File: src/common/cmfc_pkg.sv
package cmfc_pkg;
    localparam logic [7:0]  CMFC_OFS_MASK_LOW  = 8'h00;
    localparam logic [7:0]  CMFC_OFS_MASK_HIGH = 8'h04;
    localparam logic [7:0]  CMFC_OFS_CTRL_BASE = 8'h80;
    localparam logic [15:0] CMFC_MASK_LOW_RST  = 16'h0000;
    localparam logic [15:0] CMFC_MASK_HIGH_RST = 16'h0000;
    localparam logic [15:0] CMFC_MASK_HIGH_WR  = 16'hE3FF;
    localparam int          CMFC_MAILBOXES     = 16;
    localparam int          CMFC_CTRL_BYTES    = 8;
    localparam logic [3:0]  CMFC_DLC_MAX       = 4'h8;
    localparam int          CMFC_RTR_BIT       = 4;
    localparam int          CMFC_IDE_BIT       = 3;
    localparam int          CMFC_IDX_DLC       = 0;
    localparam int          CMFC_IDX_ID_20_16  = 4;
    localparam int          CMFC_IDX_ID_28_21  = 5;
    localparam int          CMFC_IDX_ID_7_0    = 6;
    localparam int          CMFC_IDX_ID_15_8   = 7;
    localparam logic [28:0] CMFC_STD_CARE      = 29'h1FFC_0000;
endpackage

File: src/verilog/cmfc_filter.sv
// The Wishbone interface to the registers and the address map are this design's own decisions.
`timescale 1ns/1ns
`default_nettype none
module cmfc_filter #(
    parameter int MAILBOXES  = cmfc_pkg::CMFC_MAILBOXES,
    parameter int CTRL_BYTES = cmfc_pkg::CMFC_CTRL_BYTES
) (
    input  wire logic        clk_i,
    input  wire logic        rst_i,
    input  wire logic        cyc_i,
    input  wire logic        stb_i,
    input  wire logic        we_i,
    input  wire logic [7:0]  adr_i,
    input  wire logic [3:0]  sel_i,
    input  wire logic [31:0] dat_i,
    output logic      [31:0] dat_o,
    output logic             ack_o,
    input  wire logic [28:0] rx_id_i,
    input  wire logic        rx_ext_i,
    input  wire logic        rx_rtr_i,
    input  wire logic        rx_valid_i,
    output logic             mb0_accept_o,
    output logic             mb0_reject_o,
    output logic      [3:0]  mb0_dlc_o,
    output logic             mb0_rtr_o,
    output logic             mb0_ext_o
);
    import cmfc_pkg::*;

    // ****************************************
    // Storage
    // ****************************************
    localparam int RAM_DEPTH = MAILBOXES * CTRL_BYTES;
    localparam int IDX_W     = $clog2(RAM_DEPTH);

    logic [15:0] mask_low_q;
    logic [15:0] mask_high_q;
    logic        ack_q;
    logic [31:0] dat_q;
    logic        acc_q;
    logic        rej_q;
    logic [3:0]  dlc_q;
    logic        rtr_q;
    logic        ext_q;

    // One byte per address: mailbox m byte k sits at the base plus eight times m plus k minus one.
    // There is no reset on this array, so reset leaves the contents as they were, and
    // after power-on they are unknown until software has written every byte.
    logic [7:0]  ctrl_ram [0:RAM_DEPTH-1];

    // ****************************************
    // Helper functions
    // ****************************************
    // Folds a byte-lane write into a 16-bit register, lanes 1 and 0 only.
    function automatic logic [15:0] merge16(input logic [15:0] old,
                                            input logic [31:0] d,
                                            input logic [3:0]  s);
        merge16 = {s[1] ? d[15:8] : old[15:8], s[0] ? d[7:0] : old[7:0]};
    endfunction

    // Spreads the two mask registers over identifier bit positions 28 to 0.
    function automatic logic [28:0] mask_to_id(input logic [15:0] lo,
                                               input logic [15:0] hi);
        mask_to_id = {hi[7:0],
                      hi[15:13],
                      hi[9:8],
                      lo[7:0],
                      lo[15:8]};
    endfunction

    // Gathers the configured identifier out of control bytes 5 to 8.
    function automatic logic [28:0] cfg_id(input logic [7:0] b5,
                                           input logic [7:0] b6,
                                           input logic [7:0] b7,
                                           input logic [7:0] b8);
        cfg_id = {b6, b5[7:5], b5[1:0], b8, b7};
    endfunction

    // Length codes above eight still mean eight bytes on the bus.
    function automatic logic [3:0] dlc_cap(input logic [3:0] code);
        dlc_cap = (code > CMFC_DLC_MAX) ? CMFC_DLC_MAX : code;
    endfunction

    // ****************************************
    // Bus decode
    // ****************************************
    // A request is taken once; the registered ack blocks a second take of the same cycle.
    wire             req      = cyc_i && stb_i && !ack_q;
    wire             wr       = req && we_i;
    wire             rd       = req && !we_i;
    wire             hit_low  = (adr_i == CMFC_OFS_MASK_LOW);
    wire             hit_high = (adr_i == CMFC_OFS_MASK_HIGH);
    wire             hit_ctrl = (adr_i >= CMFC_OFS_CTRL_BASE);
    wire [7:0]       ctrl_off = adr_i - CMFC_OFS_CTRL_BASE;
    wire [IDX_W-1:0] ram_idx  = ctrl_off[IDX_W-1:0];
    wire [15:0]      low_d    = merge16(mask_low_q, dat_i, sel_i);
    wire [15:0]      high_d   = merge16(mask_high_q, dat_i, sel_i) & CMFC_MASK_HIGH_WR;
    wire             ram_we   = wr && hit_ctrl && sel_i[0];
    wire [7:0]       ram_rd   = ctrl_ram[ram_idx];

    // Unmapped addresses still ack and read zero, so a stray access never hangs the bus.
    wire [31:0]      rd_word  = hit_low  ? {16'h0000, mask_low_q} :
                                hit_high ? {16'h0000, mask_high_q & CMFC_MASK_HIGH_WR} :
                                hit_ctrl ? {24'h00_0000, ram_rd} :
                                           32'h0000_0000;

    // ****************************************
    // Registers
    // ****************************************
    always_ff @(posedge clk_i) begin
        if (rst_i) begin
            mask_low_q <= CMFC_MASK_LOW_RST;
        end else if (wr && hit_low) begin
            mask_low_q <= low_d;
        end
    end

    always_ff @(posedge clk_i) begin
        if (rst_i) begin
            mask_high_q <= CMFC_MASK_HIGH_RST;
        end else if (wr && hit_high) begin
            mask_high_q <= high_d;
        end
    end

    // Written bytes stay put across reset; only a bus write changes them.
    always_ff @(posedge clk_i) begin
        if (ram_we) begin
            ctrl_ram[ram_idx] <= dat_i[7:0];
        end
    end

    always_ff @(posedge clk_i) begin
        if (rst_i) begin
            ack_q <= 1'b0;
        end else begin
            ack_q <= req;
        end
    end

    // Read data is held until the next read or a reset, which clears it, so software may pick it up late.
    always_ff @(posedge clk_i) begin
        if (rst_i) begin
            dat_q <= 32'h0000_0000;
        end else if (rd) begin
            dat_q <= rd_word;
        end
    end

    assign ack_o = ack_q;
    assign dat_o = dat_q;

    // ****************************************
    // Mailbox 0 acceptance
    // ****************************************
    wire [7:0]  mb0_len_byte = ctrl_ram[CMFC_IDX_DLC];
    wire [7:0]  mb0_b5       = ctrl_ram[CMFC_IDX_ID_20_16];
    wire [7:0]  mb0_b6       = ctrl_ram[CMFC_IDX_ID_28_21];
    wire [7:0]  mb0_b7       = ctrl_ram[CMFC_IDX_ID_7_0];
    wire [7:0]  mb0_b8       = ctrl_ram[CMFC_IDX_ID_15_8];
    wire [28:0] mb_id        = cfg_id(mb0_b5, mb0_b6, mb0_b7, mb0_b8);
    wire [28:0] dont_care    = mask_to_id(mask_low_q, mask_high_q);
    wire        ext_cfg      = mb0_b5[CMFC_IDE_BIT];
    wire        rtr_cfg      = mb0_b5[CMFC_RTR_BIT];
    // A standard frame carries only identifier bits 28 to 18, the rest are not compared.
    wire [28:0] fmt_care     = ext_cfg ? 29'h1FFF_FFFF : CMFC_STD_CARE;
    wire [28:0] id_diff      = (rx_id_i ^ mb_id) & ~dont_care & fmt_care;
    wire        id_ok        = (id_diff == 29'h0000_0000);
    wire        match        = id_ok && (rx_ext_i == ext_cfg);
    wire        take         = rx_valid_i && match;
    wire        drop         = rx_valid_i && !match;

    always_ff @(posedge clk_i) begin
        if (rst_i) begin
            acc_q <= 1'b0;
            rej_q <= 1'b0;
        end else begin
            acc_q <= take;
            rej_q <= drop;
        end
    end

    // Length and format are captured with each accepted frame; before the first one
    // they read zero instead of the unknown contents of unwritten control bytes.
    always_ff @(posedge clk_i) begin
        if (rst_i) begin
            dlc_q <= 4'h0;
            rtr_q <= 1'b0;
            ext_q <= 1'b0;
        end else if (take) begin
            dlc_q <= dlc_cap(mb0_len_byte[3:0]);
            rtr_q <= rtr_cfg;
            ext_q <= ext_cfg;
        end
    end

    assign mb0_accept_o = acc_q;
    assign mb0_reject_o = rej_q;
    assign mb0_dlc_o    = dlc_q;
    assign mb0_rtr_o    = rtr_q;
    assign mb0_ext_o    = ext_q;

    // ****************************************
    // Checks
    // ****************************************
    wire [3:0]  dlc_code = mb0_len_byte[3:0];
    wire [15:0] wr_half  = dat_i[15:0];
    wire [7:0]  wr_byte  = dat_i[7:0];
    wire        full_sel = (sel_i[1:0] == 2'b11);

    // Reserved high mask bits can never be stored, whatever software writes.
    property p_high_reserved;
        @(posedge clk_i) disable iff (rst_i) mask_high_q[12:10] == 3'h0;
    endproperty
    a_high_reserved: assert property (p_high_reserved)
        else $error("reserved mask bits set");

    property p_high_read_zero;
        @(posedge clk_i) disable iff (rst_i) rd && hit_high |=> dat_o[12:10] == 3'h0;
    endproperty
    a_high_read_zero: assert property (p_high_read_zero)
        else $error("reserved mask bits read back");

    // Length checks keep the captured value at most eight and, for codes up to eight, compare it with the raw length code in control byte 1.
    property p_dlc_cap;
        @(posedge clk_i) disable iff (rst_i) mb0_dlc_o <= CMFC_DLC_MAX;
    endproperty
    a_dlc_cap: assert property (p_dlc_cap)
        else $error("length above eight");

    property p_dlc_copy;
        @(posedge clk_i) disable iff (rst_i)
            take && (dlc_code <= CMFC_DLC_MAX) |=> mb0_dlc_o == $past(dlc_code);
    endproperty
    a_dlc_copy: assert property (p_dlc_copy)
        else $error("length not copied");

    property p_dlc_big;
        @(posedge clk_i) disable iff (rst_i)
            take && (dlc_code > CMFC_DLC_MAX) |=> mb0_dlc_o == CMFC_DLC_MAX;
    endproperty
    a_dlc_big: assert property (p_dlc_big)
        else $error("long code not capped");

    // Accept and reject are one-cycle answers to a frame and never both at once.
    property p_accept_cause;
        @(posedge clk_i) disable iff (rst_i) take |=> mb0_accept_o && !mb0_reject_o;
    endproperty
    a_accept_cause: assert property (p_accept_cause)
        else $error("matching frame not accepted");

    property p_reject_cause;
        @(posedge clk_i) disable iff (rst_i) drop |=> mb0_reject_o && !mb0_accept_o;
    endproperty
    a_reject_cause: assert property (p_reject_cause)
        else $error("bad accept");

    property p_quiet;
        @(posedge clk_i) disable iff (rst_i) !rx_valid_i |=> !mb0_accept_o && !mb0_reject_o;
    endproperty
    a_quiet: assert property (p_quiet)
        else $error("answer without frame");

    property p_full_mask;
        @(posedge clk_i) disable iff (rst_i)
            rx_valid_i && mask_low_q == 16'hFFFF && mask_high_q == 16'hE3FF
            && rx_ext_i == ext_cfg |=> mb0_accept_o;
    endproperty
    a_full_mask: assert property (p_full_mask)
        else $error("masked id rejected");

    property p_format_gate;
        @(posedge clk_i) disable iff (rst_i) rx_valid_i && (rx_ext_i != ext_cfg) |=> mb0_reject_o;
    endproperty
    a_format_gate: assert property (p_format_gate)
        else $error("wrong format accepted");

    property p_exact_id;
        @(posedge clk_i) disable iff (rst_i)
            rx_valid_i && rx_ext_i && ext_cfg && (rx_id_i == mb_id) |=> mb0_accept_o;
    endproperty
    a_exact_id: assert property (p_exact_id)
        else $error("exact id rejected");

    property p_fmt_copy;
        @(posedge clk_i) disable iff (rst_i)
            take |=> mb0_rtr_o == $past(rtr_cfg) && mb0_ext_o == $past(ext_cfg);
    endproperty
    a_fmt_copy: assert property (p_fmt_copy)
        else $error("frame format not captured");

    // Bus handshake: exactly one ack per taken request, one cycle later.
    property p_ack_one;
        @(posedge clk_i) disable iff (rst_i) ack_o |=> !ack_o;
    endproperty
    a_ack_one: assert property (p_ack_one)
        else $error("ack held");

    property p_ack_answer;
        @(posedge clk_i) disable iff (rst_i) req |=> ack_o;
    endproperty
    a_ack_answer: assert property (p_ack_answer)
        else $error("request not answered");

    property p_ack_cause;
        @(posedge clk_i) disable iff (rst_i) !req |=> !ack_o;
    endproperty
    a_ack_cause: assert property (p_ack_cause)
        else $error("ack without request");

    property p_low_write;
        @(posedge clk_i) disable iff (rst_i)
            wr && hit_low && full_sel |=> mask_low_q == $past(wr_half);
    endproperty
    a_low_write: assert property (p_low_write)
        else $error("low mask write lost");

    property p_high_write;
        @(posedge clk_i) disable iff (rst_i)
            wr && hit_high && full_sel |=> mask_high_q == ($past(wr_half) & CMFC_MASK_HIGH_WR);
    endproperty
    a_high_write: assert property (p_high_write)
        else $error("high mask write wrong");

    property p_low_hold;
        @(posedge clk_i) disable iff (rst_i) !(wr && hit_low) |=> $stable(mask_low_q);
    endproperty
    a_low_hold: assert property (p_low_hold)
        else $error("low mask changed unasked");

    property p_ram_write;
        @(posedge clk_i) disable iff (rst_i)
            ram_we |=> ctrl_ram[$past(ram_idx)] == $past(wr_byte);
    endproperty
    a_ram_write: assert property (p_ram_write)
        else $error("control byte write lost");
endmodule
`default_nettype wire

File: config.mk
export PLATFORM = sky130hd
export DESIGN_NAME = cmfc_filter
export DESIGN_NICKNAME = d
export VERILOG_FILES = /design/src/common/cmfc_pkg.sv /design/src/verilog/cmfc_filter.sv
export SDC_FILE = /design/constraint.sdc
export NUM_CORES = 1
export LEC_CHECK = 0
export ABC_AREA = 0
export BUFFER_PORTS_ARGS = -buffer_cell sky130_fd_sc_hd__clkbuf_2
export CORE_AREA = 5 5 441 335
export CTS_CLUSTER_DIAMETER = 150
export DETAILED_ROUTE_END_ITERATION = 16
export DIE_AREA = 0 0 446 340
export HOLD_SLACK_MARGIN = 0.06
export SETUP_SLACK_MARGIN = 0.3
export SLEW_MARGIN = 5
export SYNTH_ARGS = -nofsm -noshare
export SYNTH_HDL_FRONTEND = slang
export SYNTH_SLANG_ARGS = --single-unit
File: constraint.sdc
create_clock -name clk_i -period 2.7 [get_ports clk_i]
set_input_delay 0 -clock clk_i [delete_from_list [all_inputs] [get_ports clk_i]]
set_output_delay 0 -clock clk_i [all_outputs]
set_load 0.02 [all_outputs]
Word level (Yosys, flattened, before mapping)
Memories as Yosys holds them, arrays and structs flattened. Cells that the tools add are included.

$add $sub $neg: 1. $lt $le $gt $ge: 2. Equal/unequal tests: 2. Muxes and demuxes: 7. Bitwise operators: 4. Reductions and logical operators: 20.

Operator list (count): 29-bit bitwise AND (2); 16-bit 2-to-1 mux (2); 29-bit logical NOT (1); 29-bit NOT (1); 29-bit XOR (1); 18-bit 2-to-1 mux (1); 1-bit logical AND (11); 8-bit by 3-bit == test with 1-bit output, second input constant (1); 8-bit greater-or-equal comparator, second input constant (1); 8-bit logical NOT (1); 8-bit 2-to-1 mux (1); 2-bit AND reduction (4); 7-bit by 1-bit subtractor with 7-bit output, second input constant (1); 4-bit greater-than comparator, second input constant (1); 4-bit 2-to-1 mux (1); 1-bit logical NOT (3); 1-bit 2-to-1 mux (2); 1-bit == test (1).

Register bits after elaboration: 70. Bits in writable memories: 1024. Bits of input ports: 81. Word-level logic and storage cells: 48. Memories kept: 1.

Memory list: ctrl_ram (words 128, bits a word 8, rd ports 6, clocked after Yosys merged registers in 0, write ports 1, line cmfc_filter.sv:49) `logic [7:0] ctrl_ram [0:RAM_DEPTH-1];`.

Longest topological paths before layout
Gate-level depths: netlist (run 1). An unclocked memory read counts as a cell.

Depth after elaboration: 8. Mapped depth: 11. Gate-level depth less buffers: 6.

Least setup slack after synthesis (run 1)
No wires, ideal clock.

Path kind: register to register. Start: reg ack_q, in the netlist ack_o. End: mem ctrl_ram[50][0] (enable). Arrival time: 2.026 ns. Required time: 2.330 ns. Path slack: 0.304 ns. Cell stages (with the launch flop): 8. Period minus slack after synthesis: 2.396 ns. Cells stage by stage: dfxtp_1 and3b_1 and3_1 nand2_1 or4_1 clkbuf_1 clkbuf_1 nor2_1.

Word-level cells in the longest chain between the ends: 7.

Ends and longest elaborated chain: start, declared (line cmfc_filter.sv:38) `logic ack_q;`; start signal, assigned (line cmfc_filter.sv:137) `ack_q <= req;`; 1-bit logical NOT (line cmfc_filter.sv:88) `wire req = cyc_i && stb_i && !ack_q;`; 1-bit logical AND (line cmfc_filter.sv:88); 1-bit logical AND (line cmfc_filter.sv:89) `wire wr = req && we_i;`; 1-bit logical AND (2 in series) (line cmfc_filter.sv:98) `wire ram_we = wr && hit_ctrl && sel_i[0];`; 1-bit 2-to-1 mux (line cmfc_filter.sv:128) `if (ram_we) begin`; 1-bit 2-to-1 mux (implied by the code) (line cmfc_filter.sv:129) `ctrl_ram[ram_idx] <= dat_i[7:0];`; end, declared (line cmfc_filter.sv:49).

Every way passes these cells.

Worst setup path after layout (run 1)
Start: reg ack_q, in the netlist ack_o. End: mem ctrl_ram[82][0] (enable).

Same word-level chain as after synthesis.

==> results of run 1 <==
## routing by layer
| layer | part of all wire [%] | GRT usage [%] | wire length [microns] | up-vias |
|---|---|---|---|---|
| met3 | 7.7 | 2.26 | 8310 | 144 |
| li1 | - | - | - | 9786 |
| met4 | 2.0 | 3.33 | 2190 | 0 |
| met2 | 44 | 20.7 | 47900 | 907 |
| met1 | 46 | 21.4 | 49700 | 11800 |
| met5 | 0 | 0 | 0 | - |
## power by group through the flow
stage | logic [mW] | clock network (mW) | registers, mW
2_1_floorplan | 0.910 | 0 | 18.7
3_5_place_dp | 1.78 | 0 | 18.7
3_3_place_gp | 1.76 | 0 | 18.7
6_report | 1.80 | 13.4 | 18.3
5_1_grt | 1.91 | 14.4 | 18.3
4_1_cts | 1.81 | 13.7 | 18.3
## metrics by stage
stage	power (mW)	hold WS (ns)	cells
3_3_place_gp	20.4	0.251	4391
2_1_floorplan	19.6	0.0989	2269
4_1_cts	33.8	0.0676	4598
6_report	33.5	0.108	4601
3_5_place_dp	20.5	0.256	4391
5_1_grt	34.6	0.141	4599
## sequential cells by signal, summed over array words and instances, names as in the netlist
register,flops
mb0_rtr_o,1
mb0_dlc_o,4
dat_o,16
ctrl_ram,1024
mask_high_q,13
mb0_accept_o,1
mask_low_q,16
ack_o,1
mb0_ext_o,1
mb0_reject_o,1
## worst register-to-register path: stages (launching register included)
cell and delay, ns:
dfxtp_1 0.31, and3b_1 0.29, and3_2 0.32, nand2_1 0.11, or4_1 0.45, buf_4 0.23
nor2_1 0.17, buf_4 0.20
## cell usage in the layout (no fill, tap or decap), types with 9 or more instances in the layout
master,Yosys,routed
a21oi_1,11,11
clkbuf_16,0,97
o2111ai_1,9,9
clkinv_1,0,27
clkbuf_2,0,76
nand3_1,11,11
o21ai_1,10,10
nor2_1,201,198
buf_12,2,23
and2_1,13,13
conb_1,1,16
edfxtp_1,1024,1024
nand4_1,15,15
dlygate4sd3_1,0,31
buf_4,29,257
xnor2_1,29,29
o21ai_0,15,15
mux2i_1,187,187
clkbuf_1,51,21
mux4_2,193,193
a211oi_1,48,48
a221oi_1,14,14
nand2_1,94,94
nand2b_1,20,20
o22ai_1,53,53
a22oi_1,23,23
dfxtp_1,54,54
clkinv_2,0,16
## timing repair
item,in CTS,in global routing
endpoints found under the setup margin,71,16
buffers inserted,0,1
hold endpoints to repair,628,0
pin swaps,1,1
hold buffers,31,0
resized for setup,2,2
## logic make-up (layout without fill, tap and decap cells)
kind of cell / count (synthesis) / in the layout / share of synthesized area, %
flops: 1078 / 1078 / 74.9
simple gates: 394 / 394 / 4.08
mux: 388 / 388 / 14.8
compound gates: 221 / 221 / 3.60
buf+inv: 143 / 567 / 2.01
xor+xnor: 29 / 29 / 0.597
other cells: 1 / 18 / 0.00882
## area by class of cell
cell class / count / area, sq um / share of cell area [%]
Antenna cell: 2 / 5.00 / 0.00996
Multi-Input combinational cell: 1048 / 9910 / 19.7
Timing Repair Buffer: 389 / 3110 / 6.19
Clock buffer: 119 / 2520 / 5.02
Inverter: 2 / 7.51 / 0.0149
Clock inverter: 57 / 475 / 0.946
Sequential cell: 1078 / 31800 / 63.4
Tap cell: 1906 / 2380 / 4.75
## worst paths after layout
path | to | slack (ns) | cells past startpoint
min | mb0_reject_o$_SDFF_PP0_ | 0.11 | 7
max | ctrl_ram[82][0]$_DFFE_PP_ | 0.33 | 7
min reg2reg | dat_o[11]$_SDFFE_PP0P_ | 0.45 | 2
max reg2reg | ctrl_ram[82][0]$_DFFE_PP_ | 0.33 | 7
==> impl_results.md, run 1 <==
- Final nets: 2695
- Fin area: 0.0502 sq mm
- Clock Skew: 0.0285 ns
- First-pass GRT wire length: 157000 microns
- DR pass1 iterations: 5
- Top area cells in the synthesized netlist: edfxtp_1, mux4_2, mux2i_1
- Cell taking the most area after synthesis: edfxtp_1
- Net Sw Frac: 21.3%
- Clk slew on worst S/H paths: 0.06 ns
- Hold Path Class: input port to register
- Crit-path max FO: 8
- Setup violations, final: 0
- Fin crit period: 2.37 ns
- Placed cell area: 0.0469 sq mm
- Cells after Synth: 2254
- CORE AREA: 0.143 sq mm
- Post-synth EDFFs: 1024
- CP dominant cell by count: buf_4
- Sequential fraction of the synthesis area: 74.9%
- Detailed router's first-iteration violation count: 2683
- DRT Wirelength: 108000 microns
- Switching Power: 7.15 mW
- Register bit count reported by yosys: 1078
- # IOs: 122
- Port Buffers: 86
- CTS tree: done
- Final setup margin: 0.332 ns
- Setup crit start: ack_o$_SDFF_PP0_
- Critical path endpoint category: register
- CP cell instances: and3b_1, and3_2, nand2_1, or4_1, buf_4, nor2_1, buf_4
- Area Overhead vs Synth: 18.2%
- Largest net degree at the start of global routing: 91
- Slowest cell on crit path: or4_1
- Total gr overflow: 0
- Share of post-route cells with drive strength above 1: 25.9%
- GRT Util Overall: 13.9%
- CTS Buffer Depth: 3
- Detail Route Antenna Nets: 0
- Top FF cell, synth: edfxtp_1
- CP startpoint kind: register
- Cell Rows: 121
- Hold_sp: rx_id_i[16]
- Max-Cap Viols: 0
- Die H: 340 microns
- Routability cong.: 0.844
- DR DRC count: 0
- Crit path required time: 3.08 ns
- Critical path data arrival time: 2.74 ns
- Share of synthesized registers carrying an async set or reset: 0%
- Slowest stage delay, CP: 0.45 ns
- Clock sinks: 1078
- Outcome: finished, final reports clean
- Hold Vio Cnt, Final: 0
- Synth top area share: 72.3%
- Via count: 22600
- Clock Latency Late Sink: 0.69 ns
- Slew Limit Fails: 0
- Clock network power share: 40.0%
- Cell Int Power: 26.4 mW
- Post-DP HPWL: 70800 microns
- DIE AREA: 0.152 sq mm
- Peak supply drop: 0.491 mV
- TNS Setup: 0 ns
- # fillers: 13400
- CP Class: register to register
- Cell Pwr Density: 667 mW/mm^2
- Synthesized area: 0.0425 sq mm
- RSZ-0062 raised after global routing: no
- Slew headroom: 21.6%
- Least-Margin Pin Slew: 1.17 ns
- CTS Buf Count: 95
- Logic pwr share: 5.4%
- Drt via density: 4.92
- Pleak: 16.3 nW
- Die width: 446 microns
- Unique masters post-synth: 48
- Final core occ: 35.0%
- Place WS: 0.0612 ns
- H-tree levels: 3
- Top-count cell post-synth: edfxtp_1
- Buffers & Inverters on Critical Path: 2
- Top cell family by delay on the critical path: simple AND/OR/NAND/NOR gates
- Avg Inst Size Synth: 18.9 sq um
- Top cells by count, synth: edfxtp_1, nor2_1, mux4_2
- Yosys warnings: 0
- Max Clk Rate: 0.422 GHz
- Initial antenna violation count: 2
- Root Buffer: clkbuf_16
- Flop pwr share: 54.7%
- Final Cycle Share: 87.7%
- Number of global-route vias before repair: 22400
- Wirelength per Cell: 23.5 microns
- Initial Util: 29.7%
- Crit Reg-Reg Startpoint: ack_o$_SDFF_PP0_
Power figures use the tool's default switching activity.
==> run 2, diff against run 1 <==
ABC_AREA = 1   (was 0)
CORE_AREA = 5 5 465 352   (was 5 5 441 335)
DIE_AREA = 0 0 470 357   (was 0 0 446 340)
==> impl_results.md, run 2 <==
- Initial Util: 29.7% (about the same)
- Most common cell after layout, fill and taps aside: nand2_1 (was edfxtp_1)
- TNS Setup: 0 ns (unchanged)
- R2r worst-path depth: 8 (was 7)
- Clock Latency Late Sink: 0.71 ns (was 0.69 ns)
- Hold Path Class: input port to register (unchanged)
- Area share of xor/xnor cells in the synthesized design: 0.148% (was 0.597%)
- Flop pwr share: 51.5% (was 54.7%)
- Initial antenna violation count: 4 (was 2)
- Synth top area share: 65.1% (was 72.3%)
- Detailed router's first-iteration violation count: 3608 (was 2683)
- Outcome: finished, final reports clean (unchanged)
- Largest family of logic cells by synthesized area: simple AND/OR/NAND/NOR gates (was multiplexers)
- Unique masters post-synth: 30 (was 48)
- Critical path data arrival time: 2.89 ns (was 2.74 ns)
- Post-DP HPWL: 79400 microns (was 70800 microns)
- R2r setup slk: 0.42 ns (was 0.33 ns)
- Sequential fraction of the synthesis area: 67.4% (was 74.9%)
- CORE AREA: 0.159 sq mm (was 0.143 sq mm)
- Max Clk Rate: 0.435 GHz (was 0.422 GHz)
- Yosys warnings: 0 (unchanged)
- Total gr overflow: 0 (unchanged)
- # IOs: 122 (unchanged)
- Share of post-route cells with drive strength above 1: 12.8% (was 25.9%)
- Mux share of post-synthesis cell area: 0% (was 14.8%)
- Net Sw Frac: 22.9% (was 21.3%)
- Synth Area in Simple Gates: 21.5% (was 4.08%)
- Peak supply drop: 0.505 mV (was 0.491 mV)
- Top cells by count, synth: nand2_1, edfxtp_1, inv_1 (was edfxtp_1, nor2_1, mux4_2)
- GRT Util Overall: 14.6% (was 13.9%)
- Avg Inst Size Synth: 9.90 sq um (was 18.9 sq um)
- DR DRC count: 0 (unchanged)
- Crit Reg-Reg Startpoint: ack_o$_SDFF_PP0_ (unchanged)
- Final Cycle Share: 85.1% (was 87.7%)
- Crit path required time: 3.29 ns (was 3.08 ns)
- CTS Buf Count: 105 (was 95)
- Area Overhead vs Synth: 18.8% (was 18.2%)
- First-pass GRT wire length: 188000 microns (was 157000 microns)
- Clk slew on worst S/H paths: 0.06 ns (about the same)
- Drt via density: 4.45 (was 4.92)
- Largest net degree at the start of global routing: 110 (was 91)
- Share of synthesized registers carrying an async set or reset: 0% (unchanged)
- Crit-path max FO: 17 (was 8)
- RSZ-0062 raised after global routing: yes (was no)
- Top-count cell post-synth: nand2_1 (was edfxtp_1)
- Logic pwr share: 6.5% (was 5.4%)
- Cell Rows: 127 (was 121)
- Die H: 357 microns (was 340 microns)
- Slew Limit Fails: 0 (unchanged)
- Cell Int Power: 27.4 mW (was 26.4 mW)
- Placed insts: 7045 (was 4391)
- Worst reg2reg endpoint: dat_o[12]$_SDFFE_PP0P_ (was ctrl_ram[82][0]$_DFFE_PP_)
- Final nets: 5175 (was 2695)
- Least-Margin Pin Slew: 0.864 ns (was 1.17 ns)
- Max-Cap Viols: 0 (unchanged)
- Via count: 32500 (was 22600)
- Routability cong.: 0.873 (was 0.844)
- Detail Route Antenna Nets: 0 (unchanged)
- Root Buffer: clkbuf_16 (unchanged)
- Most frequent cells in the layout: nand2_1, edfxtp_1, inv_1 (was edfxtp_1, buf_4, nor2_1)
- Number of global-route vias before repair: 30200 (was 22400)
- Top area cells in the synthesized netlist: edfxtp_1, nand2_1, inv_1 (was edfxtp_1, mux4_2, mux2i_1)
- H-tree levels: 3 (unchanged)
- Hold path cells: 9 (was 7)
- # fillers: 15600 (was 13400)
- CTS Buffer Depth: 3 (unchanged)
- Cells after Synth: 4769 (was 2254)
- Hold Vio Cnt, Final: 0 (unchanged)
- Slew headroom: 42.4% (was 21.6%)
- Synthesized area: 0.0472 sq mm (was 0.0425 sq mm)
- Switching Power: 8.12 mW (was 7.15 mW)
- Die width: 470 microns (was 446 microns)
- Cell Pwr Density: 633 mW/mm^2 (was 667 mW/mm^2)
- Fin crit period: 2.30 ns (was 2.37 ns)
- Compound-gate portion of the synthesized area: 2.12% (was 3.60%)
- Biggest register: ctrl_ram (unchanged)
- Clock sinks: 1078 (unchanged)
- Max reg flops: 1024 (unchanged)
- Pleak: 23.6 nW (was 16.3 nW)
- Hold_sp: rx_id_i[26] (was rx_id_i[16])
- Wirelength per Cell: 17.1 microns (was 23.5 microns)
- CTS tree: done (unchanged)
- Hold path endpoint: mb0_reject_o$_SDFF_PP0_ (unchanged)
- Register bit count reported by yosys: 1078 (unchanged)
- Clock network power share: 42.0% (was 40.0%)
- Adder-Cell Fraction of Synth Area: 0% (unchanged)
- Setup violations, final: 0 (unchanged)
- CP Class: input port to register (was register to register)
- CP startpoint kind: input port (was register)
- Critical path endpoint category: register (unchanged)
- Port Buffers: 86 (unchanged)
- Finished Layout Cells: 7313 (was 4601)
- DRT Wirelength: 125000 microns (was 108000 microns)
- DR pass1 iterations: 6 (was 5)
- Clock Skew: 0.0291 ns (was 0.0285 ns)
- DIE AREA: 0.168 sq mm (was 0.152 sq mm)
- Cell taking the most area after synthesis: edfxtp_1 (unchanged)
- Top FF cell, synth: edfxtp_1 (unchanged)
- Final core occ: 35.3% (was 35.0%)
- Post-synth EDFFs: 1024 (unchanged)
[run 2: final cells by class]
type	instances	area (sq um)	area share, %
clock inverters	64	676	1.20
clock buffers	131	2790	4.98
diodes	3	7.51	0.0134
repair buffers	427	3650	6.50
well taps	2128	2660	4.75
multi-input cells	2651	11300	20.2
flip-flops and latches	1078	31800	56.7
inverters	831	3130	5.57
[run 2: logic make-up (layout without fill, tap and decap cells)]
| group | after synthesis | count (layout) |
|---|---|---|
| simple gates | 2449 | 2449 |
| flops | 1078 | 1078 |
| buf+inv | 1055 | 1453 |
| compound gates | 178 | 178 |
| xor+xnor | 8 | 8 |
| other cells | 1 | 19 |
[run 2: layer usage]
| metal | routed length, microns | GRT usage, % |
|---|---|---|
| met2 | 52000 | 20.8 |
| met3 | 11100 | 3.03 |
| met4 | 2580 | 3.42 |
| met5 | 0 | 0 |
| met1 | 59600 | 22.4 |
[run 2: repair_timing]
| action | 4_1_cts | 5_1_grt |
|---|---|---|
| hold endpoints to repair | 957 | 0 |
| hold buffers | 65 | 0 |
| resized for setup | 3 | 15 |
| pin swaps | 0 | 5 |
| setup endpoints to repair | 18 | 744 |
| setup buffers | 0 | 6 |
[run 2: critical path, cell delays in order]
cell and delay (ns):
dlygate4sd3_1 0.54, clkbuf_2 0.26, nand2_4 0.29, buf_12 0.20
nor2_1 0.06, o21ai_0 0.08, nand2_1 0.08, nor2_1 0.34
nor2_1 0.11, nor2_1 0.11, nand2_1 0.09, nand2_1 0.06
nand2_1 0.10, o21ai_1 0.31, nand2_1 0.10, nand2_1 0.08
a21oi_1 0.06
[run 2: power groups by stage]
stage	Clock (mW)	Sequential (mW)	Combinational [mW]
2_1_floorplan	0	18.7	1.08
3_3_place_gp	0	18.7	2.19
6_report	14.9	18.3	2.29
4_1_cts	15.2	18.3	2.27
5_1_grt	16.0	18.3	2.50
3_5_place_dp	0	18.7	2.20
[run 2: worst max-delay path by stage]
| stage | startpoint | slack (ns) | end | cells past startpoint |
|---|---|---|---|---|
| 2_1_floorplan | ack_o$_SDFF_PP0_ | 0.39 | ctrl_ram[100][0]$_DFFE_PP_ | 8 |
| 3_3_place_gp | adr_i[1] | 0.07 | dat_o[3]$_SDFFE_PP0P_ | 17 |
| 3_5_place_dp | adr_i[1] | 0.10 | dat_o[3]$_SDFFE_PP0P_ | 17 |
| 4_1_cts | adr_i[1] | 0.31 | dat_o[3]$_SDFFE_PP0P_ | 18 |
| 5_1_grt | adr_i[1] | 0.26 | dat_o[2]$_SDFFE_PP0P_ | 18 |
| 6_report | adr_i[1] | 0.40 | dat_o[4]$_SDFFE_PP0P_ | 17 |
[run 2: through the flow]
step | hold slack, ns | area, sq um | total power [mW] | setup WS (ns)
3_5_place_dp | 0.269 | 51900 | 20.8 | 0.104
3_3_place_gp | 0.264 | 51900 | 20.8 | 0.0719
2_1_floorplan | 0.0989 | 47300 | 19.8 | 0.393
4_1_cts | 0.0650 | 56000 | 35.8 | 0.310
6_report | 0.119 | 56100 | 35.5 | 0.402
5_1_grt | 0.130 | 56100 | 36.7 | 0.259
